File: src/logic/bps_pkg.sv
`default_nettype none
package bps_pkg;
  // register byte addresses on the bus
  localparam int ADDR_W = 8;
  localparam logic [7:0] OFF_MODE = 8'h00;
  localparam logic [7:0] OFF_OUT_EN = 8'h04;
  localparam logic [7:0] OFF_PDATA_A = 8'h08;
  localparam logic [7:0] OFF_PDIR_A = 8'h0C;
  localparam logic [7:0] OFF_PDATA_B = 8'h10;
  localparam logic [7:0] OFF_PDIR_B = 8'h14;
  localparam logic [7:0] OFF_LEVEL_A = 8'h18;
  localparam logic [7:0] OFF_LEVEL_B = 8'h1C;
  // mode register fields
  localparam int MODE_EXT_BIT = 0;
  localparam int MODE_BUS8_BIT = 1;
  localparam int MODE_AHI_OFF_BIT = 2;
  localparam int MODE_ATOP_OFF_BIT = 3;
  localparam logic [31:0] MODE_MASK = 32'h0000_000F;
  // output enable fields
  localparam int OE_TMR_LSB = 0;
  localparam int OE_CMP_LSB = 4;
  localparam int OE_PG_LSB = 12;
  localparam logic [31:0] OUT_EN_MASK = 32'h0003_FFFF;
  // port group bank a and bank b layout
  localparam int A_TWO_LSB = 0;
  localparam int A_THREE_LSB = 8;
  localparam int A_FOUR_LSB = 16;
  localparam int A_FIVE_LSB = 24;
  localparam logic [31:0] A_MASK = 32'hFFFF_FFFF;
  localparam int B_SIX_LSB = 0;
  localparam int B_SIX_HI_LSB = 5;
  localparam int B_CMP_LSB = 8;
  localparam int B_TMR_LSB = 16;
  localparam int B_PG_LSB = 24;
  localparam logic [31:0] B_MASK = 32'h3F0F_FFFF;
  // group widths
  localparam int W_BYTE = 8;
  localparam int W_AHI = 5;
  localparam int W_ATOP = 3;
  localparam int W_TMR = 4;
  localparam int W_CMP = 8;
  localparam int W_PG = 6;
  // reset values: single-chip, all peripherals off, ports input
  localparam logic [31:0] MODE_RST = 32'h0000_0000;
  localparam logic [31:0] OUT_EN_RST = 32'h0000_0000;
  localparam logic [31:0] PORT_RST = 32'h0000_0000;
  // bus responses
  localparam logic [1:0] RESP_OKAY = 2'h0;
  localparam logic [1:0] RESP_SLVERR = 2'h2;
endpackage
`default_nettype wire

File: src/logic/bps_slice_if.sv
`timescale 1ns/1ps
`default_nettype none
// one pin group between the control logic and its slice
interface bps_slice_if #(parameter int W = 8);
  logic [W-1:0] func_sel;
  logic [W-1:0] func_out;
  logic [W-1:0] func_drive;
  logic [W-1:0] port_dout;
  logic [W-1:0] port_dir;
  logic [W-1:0] pin_in;
  logic [W-1:0] pin_out;
  logic [W-1:0] pin_oe_n;
  logic [W-1:0] level;
  modport ctrl (output func_sel, func_out, func_drive, port_dout, port_dir, pin_in,
                input pin_out, pin_oe_n, level);
  modport slice (input func_sel, func_out, func_drive, port_dout, port_dir, pin_in,
                 output pin_out, pin_oe_n, level);
endinterface
`default_nettype wire

File: src/logic/bps_pin_slice.sv
`timescale 1ns/1ps
`default_nettype none
module bps_pin_slice #(
  parameter int W = 8
) (
  input wire logic aclk,
  input wire logic aresetn,
  bps_slice_if.slice sl
);
  logic [W-1:0] sync1_q, sync2_q, sync3_q, level_q, out_q, oe_n_q;
  logic [W-1:0] out_d, oe_n_d, level_d;

  // per-bit choice; port mode never looks at the function side
  // port data select
  assign out_d = (sl.func_sel & sl.func_out) | (~sl.func_sel & sl.port_dout);
  assign oe_n_d = ~((sl.func_sel & sl.func_drive) | (~sl.func_sel & sl.port_dir));
  // level moves only once two late stages agree, filtering metastable glitches
  assign level_d = (sync2_q & ~(sync2_q ^ sync3_q)) | (level_q & (sync2_q ^ sync3_q));

  // registered pad drive, released during reset
  always_ff @(posedge aclk) begin
    if (!aresetn) begin
      out_q <= '0;
      oe_n_q <= '1;
    end else begin
      out_q <= out_d;
      oe_n_q <= oe_n_d;
    end
  end

  // three-stage input synchroniser
  always_ff @(posedge aclk) begin
    if (!aresetn) begin
      sync1_q <= '0;
      sync2_q <= '0;
      sync3_q <= '0;
      level_q <= '0;
    end else begin
      sync1_q <= sl.pin_in;
      sync2_q <= sync1_q;
      sync3_q <= sync2_q;
      level_q <= level_d;
    end
  end

  assign sl.pin_out = out_q;
  assign sl.pin_oe_n = oe_n_q;
  assign sl.level = level_q;
endmodule // bps_pin_slice
`default_nettype wire

File: src/logic/bps_pin_share.sv
`timescale 1ns/1ps
`default_nettype none
module bps_pin_share (
  input wire logic aclk,
  input wire logic aresetn,
  input wire logic [7:0] s_axi_awaddr,
  input wire logic s_axi_awvalid,
  output logic s_axi_awready,
  input wire logic [31:0] s_axi_wdata,
  input wire logic [3:0] s_axi_wstrb,
  input wire logic s_axi_wvalid,
  output logic s_axi_wready,
  output logic [1:0] s_axi_bresp,
  output logic s_axi_bvalid,
  input wire logic s_axi_bready,
  input wire logic [7:0] s_axi_araddr,
  input wire logic s_axi_arvalid,
  output logic s_axi_arready,
  output logic [31:0] s_axi_rdata,
  output logic [1:0] s_axi_rresp,
  output logic s_axi_rvalid,
  input wire logic s_axi_rready,
  input wire logic [23:0] ext_addr,
  input wire logic [15:0] ext_wdata,
  input wire logic ext_wdata_drive,
  output logic [15:0] ext_rdata,
  input wire logic [3:0] reload_timer_out,
  input wire logic [7:0] compare_out,
  input wire logic [5:0] pulse_gen_out,
  input wire logic [7:0] data_hi_low_byte_pad_val,
  output logic [7:0] data_hi_low_byte_pad_drv,
  output logic [7:0] data_hi_low_byte_pad_oe_n,
  input wire logic [7:0] data_top_byte_pad_val,
  output logic [7:0] data_top_byte_pad_drv,
  output logic [7:0] data_top_byte_pad_oe_n,
  input wire logic [7:0] addr_byte0_pad_val,
  output logic [7:0] addr_byte0_pad_drv,
  output logic [7:0] addr_byte0_pad_oe_n,
  input wire logic [7:0] addr_byte1_pad_val,
  output logic [7:0] addr_byte1_pad_drv,
  output logic [7:0] addr_byte1_pad_oe_n,
  input wire logic [4:0] addr_upper_low_pad_val,
  output logic [4:0] addr_upper_low_pad_drv,
  output logic [4:0] addr_upper_low_pad_oe_n,
  input wire logic [2:0] addr_upper_high_pad_val,
  output logic [2:0] addr_upper_high_pad_drv,
  output logic [2:0] addr_upper_high_pad_oe_n,
  input wire logic [3:0] port_group_timer_pad_val,
  output logic [3:0] port_group_timer_pad_drv,
  output logic [3:0] port_group_timer_pad_oe_n,
  input wire logic [7:0] port_group_compare_pad_val,
  output logic [7:0] port_group_compare_pad_drv,
  output logic [7:0] port_group_compare_pad_oe_n,
  input wire logic [5:0] port_group_pulse_pad_val,
  output logic [5:0] port_group_pulse_pad_drv,
  output logic [5:0] port_group_pulse_pad_oe_n
);
  logic [31:0] mode_q, outen_q, pdata_a_q, pdir_a_q, pdata_b_q, pdir_b_q;
  logic [31:0] mode_d, outen_d, pdata_a_d, pdir_a_d, pdata_b_d, pdir_b_d;
  logic [7:0] awaddr_q;
  logic [31:0] wdata_q, rdata_q, rdata_d, rd_word, level_a, level_b;
  logic [3:0] wstrb_q;
  logic aw_got_q, w_got_q, bvalid_q, rvalid_q, awready_q, wready_q, arready_q;
  logic aw_got_d, w_got_d, bvalid_d, rvalid_d;
  logic [1:0] bresp_q, bresp_d, rresp_q, rresp_d;

  // byte-lane merge under the writable-bit mask
  function automatic logic [31:0] merge_wr(input logic [31:0] old, input logic [31:0] val,
                                           input logic [3:0] strb, input logic [31:0] mask);
    logic [31:0] bm;
    bm = {{8{strb[3]}}, {8{strb[2]}}, {8{strb[1]}}, {8{strb[0]}}} & mask;
    return (old & ~bm) | (val & bm);
  endfunction

  // write channel handshakes; address and data may arrive in either order
  wire aw_hs = s_axi_awvalid & awready_q;
  wire w_hs = s_axi_wvalid & wready_q;
  wire aw_have = aw_got_q | aw_hs;
  wire w_have = w_got_q | w_hs;
  wire do_write = aw_have & w_have & ~bvalid_q;
  wire [7:0] wr_addr = aw_hs ? s_axi_awaddr : awaddr_q;
  wire [31:0] wr_data = w_hs ? s_axi_wdata : wdata_q;
  wire [3:0] wr_strb = w_hs ? s_axi_wstrb : wstrb_q;
  assign aw_got_d = aw_have & ~do_write;
  assign w_got_d = w_have & ~do_write;
  assign bvalid_d = do_write | (bvalid_q & ~s_axi_bready);

  // write address decode; level registers are read-only
  wire wr_mode = do_write & (wr_addr == bps_pkg::OFF_MODE);
  wire wr_outen = do_write & (wr_addr == bps_pkg::OFF_OUT_EN);
  wire wr_pda = do_write & (wr_addr == bps_pkg::OFF_PDATA_A);
  wire wr_pra = do_write & (wr_addr == bps_pkg::OFF_PDIR_A);
  wire wr_pdb = do_write & (wr_addr == bps_pkg::OFF_PDATA_B);
  wire wr_prb = do_write & (wr_addr == bps_pkg::OFF_PDIR_B);
  wire wr_hit = wr_mode | wr_outen | wr_pda | wr_pra | wr_pdb | wr_prb;
  assign bresp_d = do_write ? (wr_hit ? bps_pkg::RESP_OKAY : bps_pkg::RESP_SLVERR) : bresp_q;

  // register next values
  assign mode_d = wr_mode ? merge_wr(mode_q, wr_data, wr_strb, bps_pkg::MODE_MASK) : mode_q;
  assign outen_d = wr_outen ? merge_wr(outen_q, wr_data, wr_strb, bps_pkg::OUT_EN_MASK) : outen_q;
  assign pdata_a_d = wr_pda ? merge_wr(pdata_a_q, wr_data, wr_strb, bps_pkg::A_MASK) : pdata_a_q;
  assign pdir_a_d = wr_pra ? merge_wr(pdir_a_q, wr_data, wr_strb, bps_pkg::A_MASK) : pdir_a_q;
  assign pdata_b_d = wr_pdb ? merge_wr(pdata_b_q, wr_data, wr_strb, bps_pkg::B_MASK) : pdata_b_q;
  assign pdir_b_d = wr_prb ? merge_wr(pdir_b_q, wr_data, wr_strb, bps_pkg::B_MASK) : pdir_b_q;

  // read decode; unmapped reads return zero with an error
  wire ar_hs = s_axi_arvalid & arready_q;
  wire rd_mode = s_axi_araddr == bps_pkg::OFF_MODE;
  wire rd_outen = s_axi_araddr == bps_pkg::OFF_OUT_EN;
  wire rd_pda = s_axi_araddr == bps_pkg::OFF_PDATA_A;
  wire rd_pra = s_axi_araddr == bps_pkg::OFF_PDIR_A;
  wire rd_pdb = s_axi_araddr == bps_pkg::OFF_PDATA_B;
  wire rd_prb = s_axi_araddr == bps_pkg::OFF_PDIR_B;
  wire rd_lva = s_axi_araddr == bps_pkg::OFF_LEVEL_A;
  wire rd_lvb = s_axi_araddr == bps_pkg::OFF_LEVEL_B;
  wire rd_hit = rd_mode | rd_outen | rd_pda | rd_pra | rd_pdb | rd_prb | rd_lva | rd_lvb;
  assign rd_word = ({32{rd_mode}} & mode_q) | ({32{rd_outen}} & outen_q) |
                   ({32{rd_pda}} & pdata_a_q) | ({32{rd_pra}} & pdir_a_q) |
                   ({32{rd_pdb}} & pdata_b_q) | ({32{rd_prb}} & pdir_b_q) |
                   ({32{rd_lva}} & level_a) | ({32{rd_lvb}} & level_b);
  assign rdata_d = ar_hs ? rd_word : rdata_q;
  assign rresp_d = ar_hs ? (rd_hit ? bps_pkg::RESP_OKAY : bps_pkg::RESP_SLVERR) : rresp_q;
  assign rvalid_d = ar_hs | (rvalid_q & ~s_axi_rready);

  // bus handshake state; readies drop while a response is pending
  always_ff @(posedge aclk) begin
    if (!aresetn) begin
      aw_got_q <= 1'b0;
      w_got_q <= 1'b0;
      bvalid_q <= 1'b0;
      rvalid_q <= 1'b0;
      awready_q <= 1'b0;
      wready_q <= 1'b0;
      arready_q <= 1'b0;
    end else begin
      aw_got_q <= aw_got_d;
      w_got_q <= w_got_d;
      bvalid_q <= bvalid_d;
      rvalid_q <= rvalid_d;
      awready_q <= ~aw_got_d & ~bvalid_d;
      wready_q <= ~w_got_d & ~bvalid_d;
      arready_q <= ~rvalid_d;
    end
  end

  // held request payloads and responses
  always_ff @(posedge aclk) begin
    if (!aresetn) begin
      awaddr_q <= 8'h00;
      wdata_q <= 32'h0000_0000;
      wstrb_q <= 4'h0;
      rdata_q <= 32'h0000_0000;
      bresp_q <= bps_pkg::RESP_OKAY;
      rresp_q <= bps_pkg::RESP_OKAY;
    end else begin
      awaddr_q <= wr_addr;
      wdata_q <= wr_data;
      wstrb_q <= wr_strb;
      rdata_q <= rdata_d;
      bresp_q <= bresp_d;
      rresp_q <= rresp_d;
    end
  end

  // control registers
  always_ff @(posedge aclk) begin
    if (!aresetn) begin
      mode_q <= bps_pkg::MODE_RST;
      outen_q <= bps_pkg::OUT_EN_RST;
      pdata_a_q <= bps_pkg::PORT_RST;
      pdir_a_q <= bps_pkg::PORT_RST;
      pdata_b_q <= bps_pkg::PORT_RST;
      pdir_b_q <= bps_pkg::PORT_RST;
    end else begin
      mode_q <= mode_d;
      outen_q <= outen_d;
      pdata_a_q <= pdata_a_d;
      pdir_a_q <= pdir_a_d;
      pdata_b_q <= pdata_b_d;
      pdir_b_q <= pdir_b_d;
    end
  end

  assign s_axi_awready = awready_q;
  assign s_axi_wready = wready_q;
  assign s_axi_bvalid = bvalid_q;
  assign s_axi_bresp = bresp_q;
  assign s_axi_arready = arready_q;
  assign s_axi_rvalid = rvalid_q;
  assign s_axi_rdata = rdata_q;
  assign s_axi_rresp = rresp_q;

  // mode decode; the mode bit changes pins on the next edge, so software
  // must quiesce the bus side before flipping it
  wire ext_mode = mode_q[bps_pkg::MODE_EXT_BIT];
  wire bus8_mode = mode_q[bps_pkg::MODE_BUS8_BIT];
  wire ahi_off = mode_q[bps_pkg::MODE_AHI_OFF_BIT];
  wire atop_off = mode_q[bps_pkg::MODE_ATOP_OFF_BIT];
  wire sel_two = ext_mode & ~bus8_mode;
  wire sel_low = ext_mode & ~ahi_off;
  wire sel_high = ext_mode & ~atop_off;

  bps_slice_if #(.W(8)) if_two();
  bps_slice_if #(.W(8)) if_three();
  bps_slice_if #(.W(8)) if_four();
  bps_slice_if #(.W(8)) if_five();
  bps_slice_if #(.W(5)) if_low();
  bps_slice_if #(.W(3)) if_high();
  bps_slice_if #(.W(4)) if_tmr();
  bps_slice_if #(.W(8)) if_cmp();
  bps_slice_if #(.W(6)) if_pg();

  assign if_two.func_sel = {8{sel_two}};
  assign if_two.func_out = ext_wdata[7:0];
  assign if_two.func_drive = {8{ext_wdata_drive}};
  assign if_two.port_dout = pdata_a_q[bps_pkg::A_TWO_LSB +: bps_pkg::W_BYTE];
  assign if_two.port_dir = pdir_a_q[bps_pkg::A_TWO_LSB +: bps_pkg::W_BYTE];
  assign if_two.pin_in = data_hi_low_byte_pad_val;
  assign if_three.func_sel = {8{ext_mode}};
  assign if_three.func_out = ext_wdata[15:8];
  assign if_three.func_drive = {8{ext_wdata_drive}};
  assign if_three.port_dout = pdata_a_q[bps_pkg::A_THREE_LSB +: bps_pkg::W_BYTE];
  assign if_three.port_dir = pdir_a_q[bps_pkg::A_THREE_LSB +: bps_pkg::W_BYTE];
  assign if_three.pin_in = data_top_byte_pad_val;
  assign if_four.func_sel = {8{ext_mode}};
  assign if_four.func_out = ext_addr[7:0];
  assign if_four.func_drive = '1;
  assign if_four.port_dout = pdata_a_q[bps_pkg::A_FOUR_LSB +: bps_pkg::W_BYTE];
  assign if_four.port_dir = pdir_a_q[bps_pkg::A_FOUR_LSB +: bps_pkg::W_BYTE];
  assign if_four.pin_in = addr_byte0_pad_val;
  assign if_five.func_sel = {8{ext_mode}};
  assign if_five.func_out = ext_addr[15:8];
  assign if_five.func_drive = '1;
  assign if_five.port_dout = pdata_a_q[bps_pkg::A_FIVE_LSB +: bps_pkg::W_BYTE];
  assign if_five.port_dir = pdir_a_q[bps_pkg::A_FIVE_LSB +: bps_pkg::W_BYTE];
  assign if_five.pin_in = addr_byte1_pad_val;
  assign if_low.func_sel = {5{sel_low}};
  assign if_low.func_out = ext_addr[20:16];
  assign if_low.func_drive = '1;
  assign if_low.port_dout = pdata_b_q[bps_pkg::B_SIX_LSB +: bps_pkg::W_AHI];
  assign if_low.port_dir = pdir_b_q[bps_pkg::B_SIX_LSB +: bps_pkg::W_AHI];
  assign if_low.pin_in = addr_upper_low_pad_val;
  assign if_high.func_sel = {3{sel_high}};
  assign if_high.func_out = ext_addr[23:21];
  assign if_high.func_drive = '1;
  assign if_high.port_dout = pdata_b_q[bps_pkg::B_SIX_HI_LSB +: bps_pkg::W_ATOP];
  assign if_high.port_dir = pdir_b_q[bps_pkg::B_SIX_HI_LSB +: bps_pkg::W_ATOP];
  assign if_high.pin_in = addr_upper_high_pad_val;
  assign if_tmr.func_sel = outen_q[bps_pkg::OE_TMR_LSB +: bps_pkg::W_TMR];
  assign if_tmr.func_out = reload_timer_out;
  assign if_tmr.func_drive = '1;
  assign if_tmr.port_dout = pdata_b_q[bps_pkg::B_TMR_LSB +: bps_pkg::W_TMR];
  assign if_tmr.port_dir = pdir_b_q[bps_pkg::B_TMR_LSB +: bps_pkg::W_TMR];
  assign if_tmr.pin_in = port_group_timer_pad_val;
  assign if_cmp.func_sel = outen_q[bps_pkg::OE_CMP_LSB +: bps_pkg::W_CMP];
  assign if_cmp.func_out = compare_out;
  assign if_cmp.func_drive = '1;
  assign if_cmp.port_dout = pdata_b_q[bps_pkg::B_CMP_LSB +: bps_pkg::W_CMP];
  assign if_cmp.port_dir = pdir_b_q[bps_pkg::B_CMP_LSB +: bps_pkg::W_CMP];
  assign if_cmp.pin_in = port_group_compare_pad_val;
  assign if_pg.func_sel = outen_q[bps_pkg::OE_PG_LSB +: bps_pkg::W_PG];
  assign if_pg.func_out = pulse_gen_out;
  assign if_pg.func_drive = '1;
  assign if_pg.port_dout = pdata_b_q[bps_pkg::B_PG_LSB +: bps_pkg::W_PG];
  assign if_pg.port_dir = pdir_b_q[bps_pkg::B_PG_LSB +: bps_pkg::W_PG];
  assign if_pg.pin_in = port_group_pulse_pad_val;

  // one slice per pin group
  bps_pin_slice #(.W(8)) u_two (.aclk(aclk), .aresetn(aresetn), .sl(if_two.slice));
  bps_pin_slice #(.W(8)) u_three (.aclk(aclk), .aresetn(aresetn), .sl(if_three.slice));
  bps_pin_slice #(.W(8)) u_four (.aclk(aclk), .aresetn(aresetn), .sl(if_four.slice));
  bps_pin_slice #(.W(8)) u_five (.aclk(aclk), .aresetn(aresetn), .sl(if_five.slice));
  bps_pin_slice #(.W(5)) u_low (.aclk(aclk), .aresetn(aresetn), .sl(if_low.slice));
  bps_pin_slice #(.W(3)) u_high (.aclk(aclk), .aresetn(aresetn), .sl(if_high.slice));
  bps_pin_slice #(.W(4)) u_tmr (.aclk(aclk), .aresetn(aresetn), .sl(if_tmr.slice));
  bps_pin_slice #(.W(8)) u_cmp (.aclk(aclk), .aresetn(aresetn), .sl(if_cmp.slice));
  bps_pin_slice #(.W(6)) u_pg (.aclk(aclk), .aresetn(aresetn), .sl(if_pg.slice));

  // synchronised pin levels; bus read data is only as fresh as the synchroniser
  assign level_a = {if_five.level, if_four.level, if_three.level, if_two.level};
  assign level_b = {2'h0, if_pg.level, 4'h0, if_tmr.level, if_cmp.level, if_high.level, if_low.level};
  assign ext_rdata = {if_three.level, if_two.level};

  // pad outputs straight from slice flip-flops
  assign data_hi_low_byte_pad_drv = if_two.pin_out;
  assign data_hi_low_byte_pad_oe_n = if_two.pin_oe_n;
  assign data_top_byte_pad_drv = if_three.pin_out;
  assign data_top_byte_pad_oe_n = if_three.pin_oe_n;
  assign addr_byte0_pad_drv = if_four.pin_out;
  assign addr_byte0_pad_oe_n = if_four.pin_oe_n;
  assign addr_byte1_pad_drv = if_five.pin_out;
  assign addr_byte1_pad_oe_n = if_five.pin_oe_n;
  assign addr_upper_low_pad_drv = if_low.pin_out;
  assign addr_upper_low_pad_oe_n = if_low.pin_oe_n;
  assign addr_upper_high_pad_drv = if_high.pin_out;
  assign addr_upper_high_pad_oe_n = if_high.pin_oe_n;
  assign port_group_timer_pad_drv = if_tmr.pin_out;
  assign port_group_timer_pad_oe_n = if_tmr.pin_oe_n;
  assign port_group_compare_pad_drv = if_cmp.pin_out;
  assign port_group_compare_pad_oe_n = if_cmp.pin_oe_n;
  assign port_group_pulse_pad_drv = if_pg.pin_out;
  assign port_group_pulse_pad_oe_n = if_pg.pin_oe_n;
endmodule // bps_pin_share
`default_nettype wire

File: config.mk
export PLATFORM = sky130hd
export DESIGN_NAME = bps_pin_share
export DESIGN_NICKNAME = d
export VERILOG_FILES = /design/src/logic/bps_pkg.sv /design/src/logic/bps_slice_if.sv /design/src/logic/bps_pin_slice.sv /design/src/logic/bps_pin_share.sv
export SDC_FILE = /design/constraint.sdc
export NUM_CORES = 1
export LEC_CHECK = 0
export BUFFER_PORTS_ARGS = -buffer_cell sky130_fd_sc_hd__buf_2
export CAP_MARGIN = 30
export CORE_AREA = 2 2 197 199
export CTS_CLUSTER_DIAMETER = 200
export CTS_CLUSTER_SIZE = 16
export DETAILED_ROUTE_END_ITERATION = 12
export DIE_AREA = 0 0 199 201
export PLACE_DENSITY = 0.89
export SKIP_CTS_REPAIR_TIMING = 1
export SLEW_MARGIN = 30
export SYNTH_ARGS = -nofsm -noshare
export SYNTH_HDL_FRONTEND = slang
export SYNTH_HIERARCHICAL = 1
export SYNTH_SLANG_ARGS = --single-unit
File: constraint.sdc
create_clock -name aclk -period 4.2 [get_ports aclk]
set_input_delay 0.42 -clock aclk [delete_from_list [all_inputs] [get_ports aclk]]
set_output_delay 0.42 -clock aclk [all_outputs]
set_load 0.005 [all_outputs]
# --- Word level (Yosys, flattened, before mapping) ---
# Cells that the tools add are included.
totals:
  output_inout_bits: 173
  wordCells: 282
  in_bits: 176
  regBits: 627
classes:
  muxes: 5
  n_bitwise: 190
  n_reduce_logical: 2
  n_eq_ne: 12
op_table:
  columns: ["cell", "n"]
  rows:
  - ["AND 32 bit", 14]
  - ["bitwise OR 32 bit", 13]
  - ["AND 8 bit", 27]
  - ["bitwise OR 8 bit", 15]
  - ["inverter 8 bit", 13]
  - ["AND 32 x 30 -> 32 bit", 2]
  - ["equality test 8 x 5 -> 1 bit (second input constant)", 6]
  - ["XOR 8 bit", 5]
  - ["AND 32 x 18 -> 32 bit", 1]
  - ["AND 32 x 4 -> 32 bit", 1]
  - ["equality test 8 x 4 -> 1 bit (second input constant)", 4]
  - ["2-to-1 mux 32 bit", 1]
  - ["inverter 18 -> 32 bit", 1]
  - ["inverter 30 -> 32 bit", 1]
  - ["inverter 32 bit", 1]
  - ["inverter 4 -> 32 bit", 1]
  - ["AND 6 bit", 5]
  - ["AND 5 bit", 5]
  - ["AND 1 bit", 20]
  - ["AND 4 bit", 5]
  - ["inverter 6 bit", 3]
  - ["bitwise OR 6 bit", 3]
  - ["equality test 8 x 3 -> 1 bit (second input constant)", 2]
  - ["zero test 8 bit", 2]
  - ["other kinds (16)", 58]

# --- Longest topological paths before layout ---
# Gate-level depths: netlist of run 1.
depth:
  word_depth: 11
  ltp_mapped: 7
  ltp_nobuf: 5

# --- Modules after synthesis ---
# The synthesis of run 1 kept the hierarchy.
by_module_without_submodules:
  columns: ["module", "area_each_um2", "seq_area_each_um2", "n_inst", "cells_each"]
  rows:
  - ["bps_pin_share", 9857.0, 4464.3, 1, 1019]
  - ["bps_pin_slice (u_cmp ...)", 1547.7, 960.9, 5, 134]
  - ["bps_pin_slice (u_pg)", 1138.6, 720.7, 1, 100]
  - ["bps_pin_slice (u_low)", 988.4, 600.6, 1, 83]
  - ["bps_pin_slice (u_tmr)", 760.7, 480.5, 1, 66]
  - ["bps_pin_slice (u_high)", 569.3, 360.3, 1, 50]

# --- Worst setup path before layout of run 1 ---
# OpenSTA, ideal clock, no wires.
synth_path:
  path_kind: "reg-to-reg"
  start: "reg (tool-made name)"
  end: "reg u_two.oe_n_q[0] (netlist: u_two/sl.pin_oe_n[0])"
  path_stages_with_launch: 4
  setup_ps: 58
  t_arrival_ps: 3106
  required_time_ps: 4142
  slack_ps: 1036
  synth_period_minus_slack_ps: 3164
  n_path_buf: 0
  cell_sequence: "dfxtp_1 -> nor2b_1 -> mux2_2 -> nand2_1"
synth_rtl:
  columns: ["element", "line", "source"]
  rows:
  - ["to (signal assigned)", "bps_pin_slice.sv:27", "oe_n_q <= oe_n_d;"]
  - ["to (decl)", "bps_pin_slice.sv:10", "logic [W-1:0] sync1_q, sync2_q, sync3_q, level_q, out_q, oe_n_q;"]

==> flow_summary.toml, run 1 <==
[status]
status = "complete, no violations"

[place]
place.gp.congestion = 0.8981
port_buffers = 346
place_area_um2 = 23160
hpwl_mm = 40.11
place_worst_setup_slack_ns = 1.284

[sta]
fin_setup_tns_ns = 0
skew_ns = 0.02775
finalCritPeriodShare_pct = 69.95
rsz0062_at_grt = "no"
period_minus_slack_ns = 2.938
worst_slew_pin_slew_ns = 1.015
finalSetupViolCount = 0
fin_ws_ns = 1.262
fmax_ghz = 0.3404
drv_slew = 0
relSlewSlack_pct = 32.07
hold_viol = 0

[synth]
ys_seq_elements = 571
yosysWarnings = 6
synth_ff_type = "dfxtp_1"
synthArstFlopShare_pct = 0
yosysMostFrequentCell = "dfxtp_1"
yosys-top-cells-count = "dfxtp_1 (571), nand2_1 (299), mux2i_1 (239)"
seq_area_frac_synth_pct = 54.30
synth-edff-count = 0
synthTopCellsByArea = "dfxtp_1 (54%), mux2i_1 (11%), and2_1 (5.4%), nand2_1 (5.3%), mux2_2 (4.7%)"
synth_top_area_share_pct = 54.30
syn_area_um2 = 21050
yosysTopAreaCell = "dfxtp_1"
syn_inst = 1988
yosysUniqueCellTypes = 52
syn-mean-instance-area_um2 = 10.59

[pwr]
powerDensity_nw_per_um2 = 401.4
power.switching_w = 0.002212
power_leakage_nw = 10.28
ir_drop_uv = 310.8
comb_power_share_pct = 5.7
swShare_pct = 22.69
p_int_w = 0.007536
clock_power_share_pct = 37.0
p_seq_share_pct = 57.3

[flow_run]
maxCapViolCount = 0

[floorplanning]
io_pins = 349
die_area_um2 = 40000
num_rows = 72
dieWidth_um = 199
dieHeight_um = 201
start_util_pct = 55.25
core_um2 = 38110

[drt]
first_iter_violations = 1301
drc = 0
drt-vias-per-instance = 5.513
first_pass_iters = 6
routedWlPerCell_um = 19.87
wl_mm = 56.78
num_vias = 15750
antenna_left = 0

[finish]
nFillCells = 2977
seq_area_um2 = 11430
multi_input_area_um2 = 9062
drive_above_1_share_pct = 23.02
num-nets-final = 2507
areaGrowthSynthToFinish_pct = 15.36
design_area_um2 = 24290

[global_route]
grt_max_degree = 139
grt.total_usage_pct = 27.70
antenna_found_initial = 9
grt_pass1_wl_mm = 85.34
first_global_vias = 15350
overflow = 0

[worst_hold_path]
hp-class = "in2reg"

[critical_path]
path_max_fanout = 14
cp.required_ns = 4.70
end_kind = "flop"
path_class = "reg2reg"
cp.arrival_ns = 3.43
critPathLaunchType = "flop"

[clocking]
clockBufferDepth = 3
cts_tree = "yes"
root_buffer = "clkbuf_16"
clock_sinks = 571
cts.clk_slew.worst_paths_ns = 0.07
cts_buffers = 41
cts_max_level = 2
insertion_delay_ns = 0.59
[cells in the final DEF, fill, tap and decap left out, types with 4 or more instances in the layout]
cell type    n
nor3b_1      5
buf_2      345
diode_2      6
nor2b_1     66
and2_1     181
nor4_4       4
mux4_2      10
nor3_2       4
o211ai_2     4
dfxtp_1    570
o221a_2      5
o22ai_1      7
nor2_1      27
nand3_1     58
a21boi_0    14
a22oi_1     27
inv_1       32
a221oi_1     4
o211ai_1    46
o21ai_0     53
buf_4       14
nand2_1    299
nand2b_1    23
and3_1       7
a22o_1       8
conb_1      44
mux2i_1    239
mux2_2      87
mux2_1       8
a21oi_1     48
clkbuf_16   42
nor3_1       5
[metrics by stage]
| step | total power, W | cells | hold WS (ns) | utilization (%) |
|---|---|---|---|---|
| final | 0.009748 | 2857 | 0.03982 | 63.73 |
| after global routing | 0.01005 | 2853 | 0.03230 | 63.71 |
| after CTS | 0.009793 | 2850 | 0.008490 | 63.66 |
| after detailed placement | 0.006250 | 2805 | 0.4177 | 60.79 |
| after global placement | 0.006228 | 2805 | 0.4140 | 60.78 |
| after floorplan | 0.006036 | 2030 | 0.4004 | - |
[worst max-delay path, cell delays in order, from the launching register on]
cell	delay, ns
dfxtp_1	0.50
nand2_1	0.39
mux2_2	0.62
nand4_1	0.40
nor2_2	0.66
mux2i_1	0.29
[path summary, 6_finish.rpt]
kind	from	to	slack, ns	cells past startpoint
worst min register to register	aw_got_q$_SDFF_PN0_	s_axi_awready$_SDFF_PN0_	0.43	1
worst min-delay path	data_top_byte_pad_val[7]	u_three/sync1_q[7]$_SDFF_PN0_	0.04	2
worst max-delay path	s_axi_awready$_SDFF_PN0_	flop	1.26	5
worst max register to register	s_axi_awready$_SDFF_PN0_	flop	1.26	5
[cell families after synthesis]
logic type / count (synthesis) / share of synthesized area [%]
compound gates: 231 / 7.423
simple gates: 702 / 17.21
other cells: 2 / 0.03567
mux: 344 / 17.51
buf+inv: 138 / 3.524
flops: 571 / 54.30
[final cells by class]
cell class	instances	area share, %
Timing Repair Buffer	364	7.882
Antenna cell	6	0.06182
Multi-Input combinational cell	1321	37.31
Sequential cell	571	47.07
Clock inverter	3	0.1803
Tap cell	518	2.669
Clock buffer	42	4.327
Inverter	32	0.4946
[routing by layer]
metal	vias up	global-route usage, %	routed length, um
met5	-	0	27
met2	663	43.44	26050
li1	7370	-	-
met1	7564	36.13	23470
met4	4	14.39	2703
met3	150	5.612	4523
[power by group through the flow]
| stage | registers [W] | clock network, W | logic [W] |
|---|---|---|---|
| finish | 0.00558 | 0.00361 | 0.000554 |
| floorplan | 0.00569 | 0 | 0.000346 |
| global route | 0.00559 | 0.00386 | 0.000599 |
| detailed placement | 0.00571 | 0 | 0.000544 |
| global placement | 0.00570 | 0 | 0.000529 |
| CTS | 0.00558 | 0.00366 | 0.000546 |
No activity file was read; power rests on OpenSTA's default activity.
==> run 2: changes to the inputs <==
- ABC_AREA: default -> 1
- CORE_AREA: 2 2 197 199 -> 2 2 215 217
- DIE_AREA: 0 0 199 201 -> 0 0 217 219
- PLACE_DENSITY: 0.89 -> 0.85
- clock period: 4.2 -> 2.5 ns (I/O delays scaled with it)
==> run 2 against run 1 <==
Compared with the run above:
- flip-flop and latch count is the same
- sequential power is 68% higher
- largest power group unchanged
- global-route usage down 0.41 points
- the flow now finishes with violations (negative hold slack)
- critical path type unchanged
- wire length grew 22%
- setup slack got worse by 0.96 ns
- cell count rose by 48%
==> flow_summary.toml, run 2 <==
[synth]
yosys-top-cells-count = "nand2_1 (639), inv_1 (599), dfxtp_1 (571)"
syn_inst = 3129
synth_top_area_share_pct = 50.08
synth-edff-count = 0
syn_area_um2 = 22820
yosysWarnings = 6
synthArstFlopShare_pct = 0
syn-mean-instance-area_um2 = 7.294
yosysTopAreaCell = "dfxtp_1"
yosysMostFrequentCell = "nand2_1"
synthTopCellsByArea = "dfxtp_1 (50%), nand2_1 (11%), inv_1 (9.9%), nor2_1 (7.5%), nand4_1 (3.9%)"
seq_area_frac_synth_pct = 50.08
yosysUniqueCellTypes = 33
ys_seq_elements = 571
synth_ff_type = "dfxtp_1"

[floorplanning]
core_um2 = 45090
num_rows = 78
start_util_pct = 50.62
io_pins = 349
die_area_um2 = 47520
dieHeight_um = 219
dieWidth_um = 217

[clocking]
clockBufferDepth = 3
insertion_delay_ns = 0.58
root_buffer = "clkbuf_16"
cts_max_level = 2
cts_buffers = 41
cts.clk_slew.worst_paths_ns = 0.07
clock_sinks = 571
cts_tree = "yes"

[place]
hpwl_mm = 46.89
place_worst_setup_slack_ns = 0.2156
port_buffers = 346
place.gp.congestion = 0.9163

[pwr]
p_int_w = 0.01297
clock_power_share_pct = 35.9
comb_power_share_pct = 9.6
swShare_pct = 24.68
power.switching_w = 0.004251
power_leakage_nw = 14.00
ir_drop_uv = 560.1
p_total_w = 0.01722
p_seq_share_pct = 54.6
powerDensity_nw_per_um2 = 621.3

[global_route]
grt_max_degree = 111
first_global_vias = 19050
overflow = 0
grt.total_usage_pct = 27.29
grt_pass1_wl_mm = 101.7
antenna_found_initial = 6

[critical_path]
slowest_stage = "nand3_1"
path_max_fanout = 49
critical_path_buf_inv_count = 2
path_class = "reg2reg"
cp.required_ns = 3.00
cp_common_cell = "nand2_1"
worstPathCellList = "nand2_1, nand2_1, nand2_1, nand3_2, nor2_4, buf_12, nand3_1, nand2_1, inv_1, nor2_1"
end_kind = "flop"
critPathLaunchType = "flop"
cp_top_family = "simple AND/OR/NAND/NOR gates"
slowest_delay_ns = 0.33
cp.arrival_ns = 2.71

[worst_hold_path]
hp-class = "in2reg"

[sta]
relSlewSlack_pct = 52.66
worst_slew_pin_slew_ns = 0.6903
hold-worst-slack_ns = -0.05740
skew_ns = 0.01736
drv_slew = 0
fin_ws_ns = 0.2974
finalSetupViolCount = 0
period_minus_slack_ns = 2.203
fin_setup_tns_ns = 0
hold_viol = 3
fmax_ghz = 0.4540
finalCritPeriodShare_pct = 88.10
rsz0062_at_grt = "no"

[finish]
fin_util_pct = 61.48
areaGrowthSynthToFinish_pct = 21.45
drive_above_1_share_pct = 15.81
final_cell_mix = "nand2_1 (638), inv_1 (598), dfxtp_1 (570)"
num-nets-final = 3792
layout_commonest_cell = "nand2_1"

[status]
status = "finished, violations left"
violations = "negative hold slack"

[drt]
drt-vias-per-instance = 5.008
antenna_left = 0
drc = 0
first_iter_violations = 2109
wl_mm = 69.09
num_vias = 21160
routedWlPerCell_um = 16.35
first_pass_iters = 6

[flow_run]
maxCapViolCount = 0
-- run 2: cell types whose count changed in the layout (fill, tap and decap cells not counted), moves of 141 or more --
cell	previous run	this run
inv_1	32	598
nor2_1	27	451
nand2_1	299	638
mux2i_1	239	32
and2_1	181	0
nand4_1	1	142
-- run 2: metrics by stage --
stage | cells | instance area (um2)
2_1_floorplan | 3171 | 22980
3_3_place_gp | 4055 | 25430
3_5_place_dp | 4055 | 25430
4_1_cts | 4101 | 26520
5_1_grt | 4223 | 27710
6_report | 4225 | 27720
-- run 2: cells by family (layout without fill, tap and decap cells) --
| family | count (synthesis) | in the layout | share of synthesized area [%] |
|---|---|---|---|
| AOI/OAI and AO/OA | 270 | 270 | 6.178 |
| buffers and inverters | 743 | 1191 | 13.55 |
| DFF | 571 | 571 | 50.08 |
| muxes | 32 | 32 | 1.403 |
| other | 2 | 50 | 0.03291 |
| and+or+nand+nor | 1511 | 1511 | 28.75 |
-- run 2: cell type report --
cell class,instances,area [um2]
diodes,6,15.01
clock buffers,44,1080
clock inverters,2,16.27
fillers,3796,17370
inverters,604,2267
multi-input cells,1857,8492
flip-flops and latches,571,11430
well taps,600,750.7
repair buffers,541,3664
-- run 2: layer usage --
| metal | global-route usage, % | routed length (um) |
|---|---|---|
| met3 | 4.657 | 5815 |
| met2 | 45.50 | 32910 |
| met5 | 0 | 23 |
| met1 | 34.53 | 27370 |
| met4 | 12.69 | 2969 |
-- run 2: power groups by stage --
stage / logic, W / registers (W) / clock network, W
after detailed placement: 0.00146 / 0.00961 / 0
final: 0.00165 / 0.00940 / 0.00618
after global placement: 0.00143 / 0.00960 / 0
after floorplan: 0.000899 / 0.00959 / 0
after CTS: 0.00147 / 0.00940 / 0.00627
after global routing: 0.00179 / 0.00942 / 0.00661
-- run 2: path summary, 6_finish.rpt --
kind,from,to,slack [ns],cells after the start
setup / recovery,s_axi_awready$_SDFF_PN0_,flop,0.30,10
hold / removal,compare_out[2],u_cmp/sl.pin_out[2]$_SDFF_PN0_,-0.06,3
setup reg to reg,s_axi_awready$_SDFF_PN0_,flop,0.30,10
hold reg to reg,u_low/sync1_q[2]$_SDFF_PN0_,u_low/sync2_q[2]$_SDFF_PN0_,0.41,2
-- run 2: worst register-to-register path, delay by kind of cell, from the launching register on --
| family | cells | cell delay [ns] |
|---|---|---|
| AND/OR/NAND/NOR | 8 | 1.50 |
| buffers and inverters | 2 | 0.30 |
| flip-flops | 1 | 0.31 |
==> run 3: changes to the inputs <==
- CORE_AREA: 2 2 215 217 -> 2 2 205 227
- DIE_AREA: 0 0 217 219 -> 0 0 207 229
==> run 3 against run 2 <==
Compared with the run above:
- the flow now finishes without violations
- highest routed layer unchanged
- largest power group unchanged
- sequential share of layout area unchanged
- critical path depth is 2 lower
- wire length is 0.68% lower
- first-iteration DRC count fell by 8.7%
==> flow_summary.toml, run 3 (synthesized netlist as in run 2, its figures left out) <==
[status]
status = "complete, no violations"

[finish]
layout_commonest_cell = "nand2_1"
multi_input_area_um2 = 8484
num-nets-final = 3790
fin_cells = 4209
final_cell_mix = "nand2_1 (638), inv_1 (598), dfxtp_1 (570)"
fin_util_pct = 61.40
drive_above_1_share_pct = 15.43
design_area_um2 = 27720
nFillCells = 3901
seq_area_um2 = 11430
areaGrowthSynthToFinish_pct = 21.45

[drt]
antenna_left = 0
first_iter_violations = 1925
first_pass_iters = 7
drc = 0
routedWlPerCell_um = 16.30
num_vias = 21130
drt-vias-per-instance = 5.021
wl_mm = 68.62

[sta]
worst_slew_pin_slew_ns = 0.9057
hold-worst-slack_ns = 0.0008955
skew_ns = 0.02082
fin_setup_tns_ns = 0
fmax_ghz = 0.4522
hold_viol = 0
period_minus_slack_ns = 2.211
relSlewSlack_pct = 39.39
drv_slew = 0
finalSetupViolCount = 0
finalCritPeriodShare_pct = 88.45
rsz0062_at_grt = "no"

[critical_path]
worstPathCellList = "nand2_2, inv_1, nand2_1, nand2_1, nand3_1, nand2_1, inv_1, nor2_1"
critPathLaunchType = "flop"
cp.arrival_ns = 2.73
path_max_fanout = 14
slowest_delay_ns = 0.50
cp.required_ns = 3.02
slowest_stage = "nand3_1"
cp_common_cell = "nand2_1"
path_class = "reg2reg"
end_kind = "flop"

[global_route]
grt_pass1_wl_mm = 102.3
first_global_vias = 19420
antenna_found_initial = 7
grt_max_degree = 111
overflow = 0
grt.total_usage_pct = 27.02

[clocking]
root_buffer = "clkbuf_16"
cts.clk_slew.worst_paths_ns = 0.07
cts_max_level = 2
clock_sinks = 571
cts_buffers = 41
insertion_delay_ns = 0.58
cts_tree = "yes"
clockBufferDepth = 3

[pwr]
ir_drop_uv = 648.6
power_leakage_nw = 14.00
powerDensity_nw_per_um2 = 619.7

[place]
place.gp.congestion = 0.9039
port_buffers = 346
hpwl_mm = 46.58
place_area_um2 = 25320
placed_cells = 4030

[floorplanning]
start_util_pct = 50.56
dieHeight_um = 229
num_rows = 82
io_pins = 349
die_area_um2 = 47400
core_um2 = 45140
dieWidth_um = 207

[flow_run]
maxCapViolCount = 0

[worst_hold_path]
hp-class = "in2reg"
==> run 3: critical path, delay by kind of cell (launching register included) <==
family        cells  cell delay, ns
flops             1            0.35
buf+inv           2            0.27
simple gates      6            1.52
==> run 3: report_power, final <==
group,switching (W),internal [W]
Combinational,0.00101,0.000605
Clock,0.00311,0.00306
Sequential,0.0000887,0.00931
==> run 3: area by class of cell <==
cell class | count | area share, %
Inverter | 604 | 8.188
Clock inverter | 2 | 0.05868
Clock buffer | 44 | 3.895
Timing Repair Buffer | 539 | 13.31
Antenna cell | 4 | 0.03611
Tap cell | 588 | 2.654
Sequential cell | 571 | 41.25
Multi-Input combinational cell | 1857 | 30.61
==> run 3: through the flow <==
step | power, W | worst slack, ns
2_1_floorplan | 0.01049 | 0.06573
3_3_place_gp | 0.01100 | 0.2732
3_5_place_dp | 0.01102 | 0.2384
4_1_cts | 0.01708 | 0.3430
5_1_grt | 0.01778 | 0.1307
6_report | 0.01718 | 0.2888
==> run 3: per-layer routing <==
layer	up-vias	part of all wire [%]	track usage, %
li1	10440	-	-
met1	9636	39	33.04
met2	873	49	45.84
met3	182	7.9	5.361
met4	6	4.2	12.54
met5	-	0.061	0
==> run 3: worst paths after layout <==
path / start / endpoint / slack (ns) / depth (start not counted)
min: s_axi_wdata[21] / wdata_q[21]$_SDFF_PN0_ / 0.0009 / 3
min reg2reg: u_five/sync1_q[5]$_SDFF_PN0_ / u_five/sync2_q[5]$_SDFF_PN0_ / 0.41 / 2
max reg2reg: s_axi_wready$_SDFF_PN0_ / flop / 0.29 / 8
max: s_axi_wready$_SDFF_PN0_ / flop / 0.29 / 8
